**src/verilog/open_detect_pkg.sv**
```systemverilog
// Purpose: shared constants and types for the open-wire detect control
// Assumes: 16-bit register port at word offsets, one clock
// Notes: tap vector order is taps 0..15, then 16, 16 mid, then 17
package open_detect_pkg;

  // register offsets
  localparam logic [7:0] select_low_addr = 8'h19;
  localparam logic [7:0] select_high_addr = 8'h1a;
  localparam logic [7:0] enable_ctrl_addr = 8'h1b;

  // widths and field layout
  localparam int reg_width = 16;
  localparam int addr_width = 8;
  localparam int low_tap_count = 16;
  localparam int high_tap_count = 3;
  localparam int tap_count = low_tap_count + high_tap_count;
  localparam int source_tap_count = 2;
  localparam int sink_tap_count = tap_count - source_tap_count;
  localparam int master_enable_pos = 0;
  localparam int top_tap_pos = 2;

  // reset values
  localparam logic [15:0] select_low_rst = 16'h0000;
  localparam logic [2:0] select_high_rst = 3'h0;
  localparam logic master_enable_rst = 1'b0;
  localparam logic [15:0] rdata_rst = 16'h0000;

  // power modes reported by the mode controller
  typedef enum logic [1:0] {
    mode_active,
    mode_standby,
    mode_sleep,
    mode_shutdown
  } power_mode_e;

  // register write or read request
  typedef struct packed {
    logic wr_en;
    logic rd_en;
    logic [7:0] addr;
    logic [15:0] wdata;
  } reg_req_s;

  // state of the control block
  typedef struct packed {
    logic [15:0] tap_select_lower;
    logic [2:0] tap_select_upper;
    logic open_detect_master_enable;
    logic [15:0] rdata;
    logic rvalid;
  } ctrl_state_s;

  // state of the current drive stage
  typedef struct packed {
    logic [1:0] source_on;
    logic [16:0] sink_on;
    logic drive_any;
  } drive_state_s;

endpackage : open_detect_pkg

```
**src/verilog/tap_current_drive.sv**
```systemverilog
// Purpose: registered enables for the tap test current source and sinks
// Assumes: select and enable come from logic on the same clock
// Notes: outputs are flops so the analog switches never see glitches
`timescale 1ns/10ps
module tap_current_drive #(
  parameter int n_taps = 19,
  parameter int n_source = 2
) (
  // clock and reset
  input wire logic ref_clk,
  input wire logic rst,
  // control
  input wire logic master_enable,
  input wire logic mode_allows,
  input wire logic [n_taps-1:0] tap_select,
  // current switch enables
  output logic [n_source-1:0] source_on,
  output logic [n_taps-n_source-1:0] sink_on,
  output logic drive_any
);

  logic [n_source-1:0] source_q;
  logic [n_taps-n_source-1:0] sink_q;
  logic any_q;
  logic [n_taps-1:0] gated;

  // current flows only with master enable, own select bit and a legal mode
  assign gated = (master_enable && mode_allows) ? tap_select : '0;

  // lowest taps push outward, the rest pull inward, all at once
  always_ff @(posedge ref_clk) begin
    if (rst) begin
      source_q <= '0;
      sink_q <= '0;
      any_q <= 1'b0;
    end else begin
      source_q <= gated[n_source-1:0];
      sink_q <= gated[n_taps-1:n_source];
      any_q <= |gated;
    end
  end

  assign source_on = source_q;
  assign sink_on = sink_q;
  assign drive_any = any_q;

endmodule : tap_current_drive

```
**src/verilog/open_detect_ctrl.sv**
```systemverilog
// Purpose: register file and current steering for open-wire detection
// Assumes: register port driven by the serial front end on ref_clk
// Notes: the host sequences the whole measurement; this block only steers
`timescale 1ns/10ps
module open_detect_ctrl (
  // clock and reset
  input wire logic ref_clk,
  input wire logic rst,
  // power mode of the device
  input wire open_detect_pkg::power_mode_e power_mode,
  // register port
  input wire open_detect_pkg::reg_req_s reg_req,
  output logic [15:0] reg_rdata,
  output logic reg_rvalid,
  // test current switch enables
  output logic [1:0] source_on,
  output logic [16:0] sink_on,
  output logic drive_any,
  // register contents seen by other logic
  output logic master_enable,
  output logic [18:0] tap_select
);

  open_detect_pkg::ctrl_state_s state_q;
  open_detect_pkg::ctrl_state_s state_d;
  logic mode_allows;
  logic [18:0] tap_vector;

  // address match, shared by the write and the read path
  function automatic logic addr_is(input logic [7:0] addr,
                                   input logic [7:0] target);
    addr_is = (addr == target);
  endfunction : addr_is

  // readback value for one offset; unmapped offsets and reserved bits are 0
  function automatic logic [15:0] read_value(
      input logic [7:0] addr,
      input open_detect_pkg::ctrl_state_s st);
    read_value = open_detect_pkg::rdata_rst;
    if (addr_is(addr, open_detect_pkg::select_low_addr)) begin
      read_value = st.tap_select_lower;
    end else if (addr_is(addr, open_detect_pkg::select_high_addr)) begin
      read_value = {13'h0000, st.tap_select_upper};
    end else if (addr_is(addr, open_detect_pkg::enable_ctrl_addr)) begin
      read_value = {15'h0000, st.open_detect_master_enable};
    end
  endfunction : read_value

  // detection may run only in active and standby/low power
  always_comb begin
    case (power_mode)
      open_detect_pkg::mode_active: mode_allows = 1'b1;
      open_detect_pkg::mode_standby: mode_allows = 1'b1;
      open_detect_pkg::mode_sleep: mode_allows = 1'b0;
      open_detect_pkg::mode_shutdown: mode_allows = 1'b0;
      default: mode_allows = 1'b0;
    endcase
  end

  // register writes and read answers
  always_comb begin
    state_d = state_q;
    state_d.rvalid = 1'b0;
    if (reg_req.wr_en) begin
      if (addr_is(reg_req.addr, open_detect_pkg::select_low_addr)) begin
        state_d.tap_select_lower = reg_req.wdata;
      end
      if (addr_is(reg_req.addr, open_detect_pkg::select_high_addr)) begin
        // only taps 16, 16 mid and top exist; upper bits are dropped
        state_d.tap_select_upper =
          reg_req.wdata[open_detect_pkg::top_tap_pos:0];
      end
      if (addr_is(reg_req.addr, open_detect_pkg::enable_ctrl_addr)) begin
        state_d.open_detect_master_enable =
          reg_req.wdata[open_detect_pkg::master_enable_pos];
      end
    end
    // a read in the same cycle as a write returns the old contents
    if (reg_req.rd_en) begin
      state_d.rdata = read_value(reg_req.addr, state_q);
      state_d.rvalid = 1'b1;
    end
  end

  // state register
  always_ff @(posedge ref_clk) begin
    if (rst) begin
      state_q.tap_select_lower <= open_detect_pkg::select_low_rst;
      state_q.tap_select_upper <= open_detect_pkg::select_high_rst;
      state_q.open_detect_master_enable <=
        open_detect_pkg::master_enable_rst;
      state_q.rdata <= open_detect_pkg::rdata_rst;
      state_q.rvalid <= 1'b0;
    end else begin
      state_q <= state_d;
    end
  end

  // bits 0..16 are taps 0..16, bit 17 is 16 mid, bit 18 is 17; selection bits keep their value when
  // the mode forbids driving, so resuming needs no rewrite
  assign tap_vector = {state_q.tap_select_upper,
                       state_q.tap_select_lower};

  // selection survives a disable; the drive stage gates it instead, so a
  // host that clears enable first still stops the current on the edge after the enable flop clears
  tap_current_drive #(
    .n_taps(open_detect_pkg::tap_count),
    .n_source(open_detect_pkg::source_tap_count)
  ) u_drive (
    .ref_clk(ref_clk),
    .rst(rst),
    .master_enable(state_q.open_detect_master_enable),
    .mode_allows(mode_allows),
    .tap_select(tap_vector),
    .source_on(source_on),
    .sink_on(sink_on),
    .drive_any(drive_any)
  );

  // outputs straight from the state flops
  assign reg_rdata = state_q.rdata;
  assign reg_rvalid = state_q.rvalid;
  assign master_enable = state_q.open_detect_master_enable;
  assign tap_select = tap_vector;

endmodule : open_detect_ctrl

```
**config.mk**
```make
export PLATFORM = sky130hd
export DESIGN_NAME = open_detect_ctrl
export DESIGN_NICKNAME = d
export VERILOG_FILES = /design/src/verilog/open_detect_pkg.sv /design/src/verilog/tap_current_drive.sv /design/src/verilog/open_detect_ctrl.sv
export SDC_FILE = /design/constraint.sdc
export NUM_CORES = 1
export LEC_CHECK = 0
export BUFFER_PORTS_ARGS = -buffer_cell sky130_fd_sc_hd__buf_2
export CAP_MARGIN = 20
export CORE_UTILIZATION = 50
export DETAILED_ROUTE_END_ITERATION = 12
export PLACE_DENSITY = 0.91
export SYNTH_ARGS = -nofsm -noshare
export SYNTH_HDL_FRONTEND = slang
export SYNTH_HIERARCHICAL = 1
export SYNTH_SLANG_ARGS = --single-unit
```
**constraint.sdc**
```tcl
create_clock -name ref_clk -period 4.47 [get_ports ref_clk]
set_clock_uncertainty 0.2 [all_clocks]
set_input_delay 0.894 -clock ref_clk [delete_from_list [all_inputs] [get_ports ref_clk]]
set_output_delay 0.894 -clock ref_clk [all_outputs]
set_load 0.005 [all_outputs]
```
# Yosys cells after proc, flatten, opt, wreduce, memory -nomap -nowiden
# Index checks and enable logic that the tools add are counted.
[classes]
n_div = 0
shift = 0
n_eq_ne = 6
n_addsub = 0
multipliers = 0
reduce_logical = 8
magnitude_cmp = 0
mux = 6
bitwise = 0
[op_table]
columns = ["operator", "count"]
rows = [
  ["$eq A8 B5 Y1 const B", 3],
  ["$mux W19", 1],
  ["$reduce_or A19 Y1", 1],
  ["$mux W16", 1],
  ["$reduce_and A2 Y1", 3],
  ["$eq A2 B2 Y1 const B", 2],
  ["$reduce_or A2 Y1", 2],
  ["$mux W3", 1],
  ["$eq A2 B1 Y1 const B", 1],
  ["$logic_not A2 Y1", 1],
  ["$mux W1", 2],
  ["$pmux W1 S2", 1],
  ["$logic_and A1 B1 Y1", 1],
]
[word_totals]
n_memories = 0
latchBits = 0
mem_bits_rw = 0
ff_bits = 57
out_inout_bits = 57
elab_cells = 28
mem_bits_ro = 0
in_bits = 30

# Longest topological paths before layout
[depth]
ltp_word = 6
mapped_depth = 5

# Hierarchy
# Netlist, hierarchy kept.
[by_module_without_submodules]
columns = ["module", "n_inst", "area_per_inst_um2", "cells_each"]
rows = [
  ["open_detect_ctrl", 1, 1661.6, 169],
  ["tap_current_drive", 1, 603.1, 49],
]

# Worst setup path before layout
# No wires, ideal clock.
[synth_timing]
path_type = "input -> register"
start = "in reg_req[21] (netlist name)"
end = "reg state_q (netlist bit tap_select[0])"
slack_ns = 2.228
n_path_buf = 2
t_arrival_ns = 1.971
stages = 5
required_time_ns = 4.198
setup_ns = 0.072
cell_sequence = "nor4b_4 > and3_1 > buf_6 > buf_12 > mux2i_1"
[synth_via]
elab_chain_cells = 2
[synth_lines]
columns = ["element", "line", "source"]
rows = [
  ["from (decl)", "open_detect_ctrl.sv:12", "input wire open_detect_pkg::reg_req_s reg_req,"],
  ["$eq A8 B5 Y1", "open_detect_ctrl.sv:32", "addr_is = (addr == target);"],
  ["$reduce_and A2 Y1 (no source line)", "--", ""],
  ["to (signal assigned)", "open_detect_ctrl.sv:95", "state_q <= state_d;"],
  ["to (decl)", "open_detect_ctrl.sv:24", "open_detect_pkg::ctrl_state_s state_q;"],
]
# No other way between the ends.
# A chain may end at the register's enable or synchronous reset.

# Final worst setup path
[layout_timing]
start = "in reg_req[17] (netlist name)"
end = "reg state_q (netlist bit tap_select[7])"
# Same word-level chain as after synthesis.

==> metrics <==
DRT antenna net count=0; Logic pwr share=4.2%; Total Routed Length=4953 um; Die Area=0.004802 sq mm; Worst EP arrival=about 2.8 ns; # resized after CTS=0; CTS tree=yes; Storage cell area=0.001141 sq mm; family with the most delay on the worst path=simple AND/OR/NAND/NOR gates; grt ovf=0; Worst setup EP type=flop; flops & latches, synth=between 50 and 60; Inserted Diodes=0; Max VDD drop=0.2601 mV; number of DRC markers in iteration 0=60; Mapped Cells=218; CTS HTree Levels=3; Worst slew margin=35.17%; yosys warns=6; drt first pass iters=4; Clock Sinks=57; Clock power frac=45.5%; initial antenna violation count=0; detailed placement HPWL=3434 um; largest net degree at the start of global routing=55; Synth top area share=50.39%; Min Hold Slack=around 0.27 ns; Synth Cell Area=roughly 0.0023 sq mm; area of the multi-input gates=0.001039 sq mm; leakage power=1.311 nW; slowest stage cell on the critical path=and3_1; Int Pwr=800.9 uW; largest area contributor in the netlist=dfxtp_1; Net Sw Power=211.4 uW; Power, Total=1.012 mW; Max Cap Viol=0; setup violators final=0; Post-CTS Setup Inserts=0; NumNets Final=331; CP Max Fanout=16; net switching fraction of the power=20.88%; RSZ-0062 raised after global routing=false; row cnt=24; register area share after synthesis=50.39%; P&R area growth vs syn=26.91%; clk root buf=clkbuf_8; fmax=363.9 MHz; Chip Width=69.30 um; Initial Util=a little over half; Reg clk slew, reported paths=0.06 ns; Mapped Nets=248; actual slew at the worst max-slew pin=0.9725 ns; total CTS buffers=9; number of global-route vias before repair=between 1500 and 2000; CP Cell Sequence=buf_2 > and4bb_1 > and3_1 > mux2i_1; Final Slew Violations=0; Util after Layout=66.01%; Post-Syn Area per Cell=slightly above 10 sq um; Reg power frac=50.3%; Final Critical Period=2.748 ns; number of port buffers=85; count of final hold-check violations=0; I/O pins=87; Cell Pwr Density=352.2 mW/mm^2; via count=1823; status=finished clean; CP peak stage delay=0.90 ns; Fillers=359; drt via density=5.092; period utilisation layout=61.48%; Netlist cell types=28; CP bufs+invs=1; Sum Neg Setup Slack=0 ns; core area=0.004354 sq mm; Startpoint Class=input pin; wire length per cell=13.84 um; layout cells sized above 1=34.64%; kind of critical path=in2reg; DRC=0; WP data required=roughly 4.5 ns; All-Layer GR Usage=21.95%; main area contributors after synthesis=dfxtp_1 50%, nand2b_1 14%, mux2i_1 8.8%; first-pass GRT wire length=8238 um; Clock Latency Late Sink=0.33 ns; RePlAce Congestion=0.7831; Post-CTS Hold Buffers=0; Hold Crit Class=reg2reg; die height=between 60 and 70 um; Max Buffers Root-to-Sink=2
-- worst reg2reg max path, stage by stage, from the launching register on --
cell and delay, ns:
dfxtp_1 0.37, nand2_1 0.06, nor2_1 0.71, o41a_1 0.30
-- state kept, by name, indices dropped and copies added, names as in the netlist --
| signal | count |
|---|---|
| master_enable | 1 |
| reg_rdata | 16 |
| reg_rvalid | 1 |
| tap_select | 19 |
| u_drive/drive_any | 1 |
| u_drive/sink_on | 17 |
| u_drive/source_on | 2 |
-- synth_stat cells --
master	instances
dfxtp_1	57
nor2_1	1
and4b_1	1
nor4_2	4
nor4b_4	1
a32oi_1	1
nand2b_1	51
buf_12	1
mux2i_1	20
o41a_1	1
mux2_2	1
nand2_1	2
o2111ai_1	2
nand3_1	1
buf_6	1
inv_1	2
nor2b_1	3
a21oi_1	15
and2_1	18
and4bb_1	1
buf_2	1
clkbuf_1	10
and2_2	1
nand4_1	15
o32ai_1	1
and3b_1	4
buf_1	1
and3_1	1
-- power groups by stage --
| stage | Sequential (mW) | Combinational, mW | Clock, mW |
|---|---|---|---|
| after floorplan | 0.520 | 0.0232 | 0 |
| after global placement | 0.520 | 0.0416 | 0 |
| after detailed placement | 0.520 | 0.0424 | 0 |
| after CTS | 0.509 | 0.0425 | 0.469 |
| after global routing | 0.509 | 0.0466 | 0.496 |
| final | 0.509 | 0.0423 | 0.461 |
-- cells in the final DEF, fill, tap and decap left out --
master / count
nand2b_1: 51
o32ai_1: 1
buf_4: 1
and3b_1: 4
nor4_2: 4
mux2_2: 1
clkbuf_8: 10
o41a_1: 1
and2_1: 18
nor2b_1: 3
clkbuf_1: 3
buf_2: 85
mux2i_1: 20
and3_1: 1
nor4b_4: 1
a21oi_1: 15
inv_1: 2
clkinv_2: 2
nand2_1: 2
and2_2: 1
and4bb_1: 1
a32oi_1: 1
and4b_1: 1
dfxtp_1: 57
bufinv_16: 1
o2111ai_1: 2
nor2_1: 1
nand3_1: 1
nand4_1: 15
-- final timing paths --
check	startpoint	to	slack, ns	cells after the start
min reg2reg	reg_rdata[1]	reg_rdata[1]	0.27	2
min	reg_rdata[1]	reg_rdata[1]	0.27	2
max	reg_req[17]	tap_select[7]	1.72	4
max reg2reg	master_enable	u_drive/drive_any	2.76	3
-- area by class of cell --
cell class                      count  share of cell area [%]
Clock inverter                      3                   1.393
Multi-Input combinational cell    145                   36.13
Timing Repair Buffer               86                   15.06
Inverter                            2                  0.2612
Sequential cell                    57                   39.70
Clock buffer                       13                   5.181
Tap cell                           52                   2.264
-- logic make-up (layout without fill, tap and decap cells) --
| logic type | Yosys count | in the layout | synth area share [%] |
|---|---|---|---|
| flip-flops | 57 | 57 | 50.39 |
| buffers and inverters | 16 | 104 | 3.757 |
| AND/OR/NAND/NOR | 104 | 104 | 31.16 |
| AO/OA/AOI/OAI | 20 | 20 | 5.359 |
| multiplexers | 21 | 21 | 9.337 |
-- layer usage --
layer	global-route usage (%)	vias to the layer above	part of all wire, %
li1	-	911	-
met1	27.15	852	47
met4	8.163	0	1.6
met2	34.84	54	46
met3	8.140	6	5.8
met5	0	-	0
-- per-stage QoR --
stage | area, sq um | cells | worst slack, ns
after floorplan | 2265 | 218 | 2.228
after detailed placement | 2685 | 342 | 1.390
after global placement | 2685 | 342 | 1.430
after global routing | 2874 | 358 | 1.631
final | 2874 | 358 | 1.722
after CTS | 2874 | 358 | 1.743
Note: power is estimated with default switching activity, not from simulation.
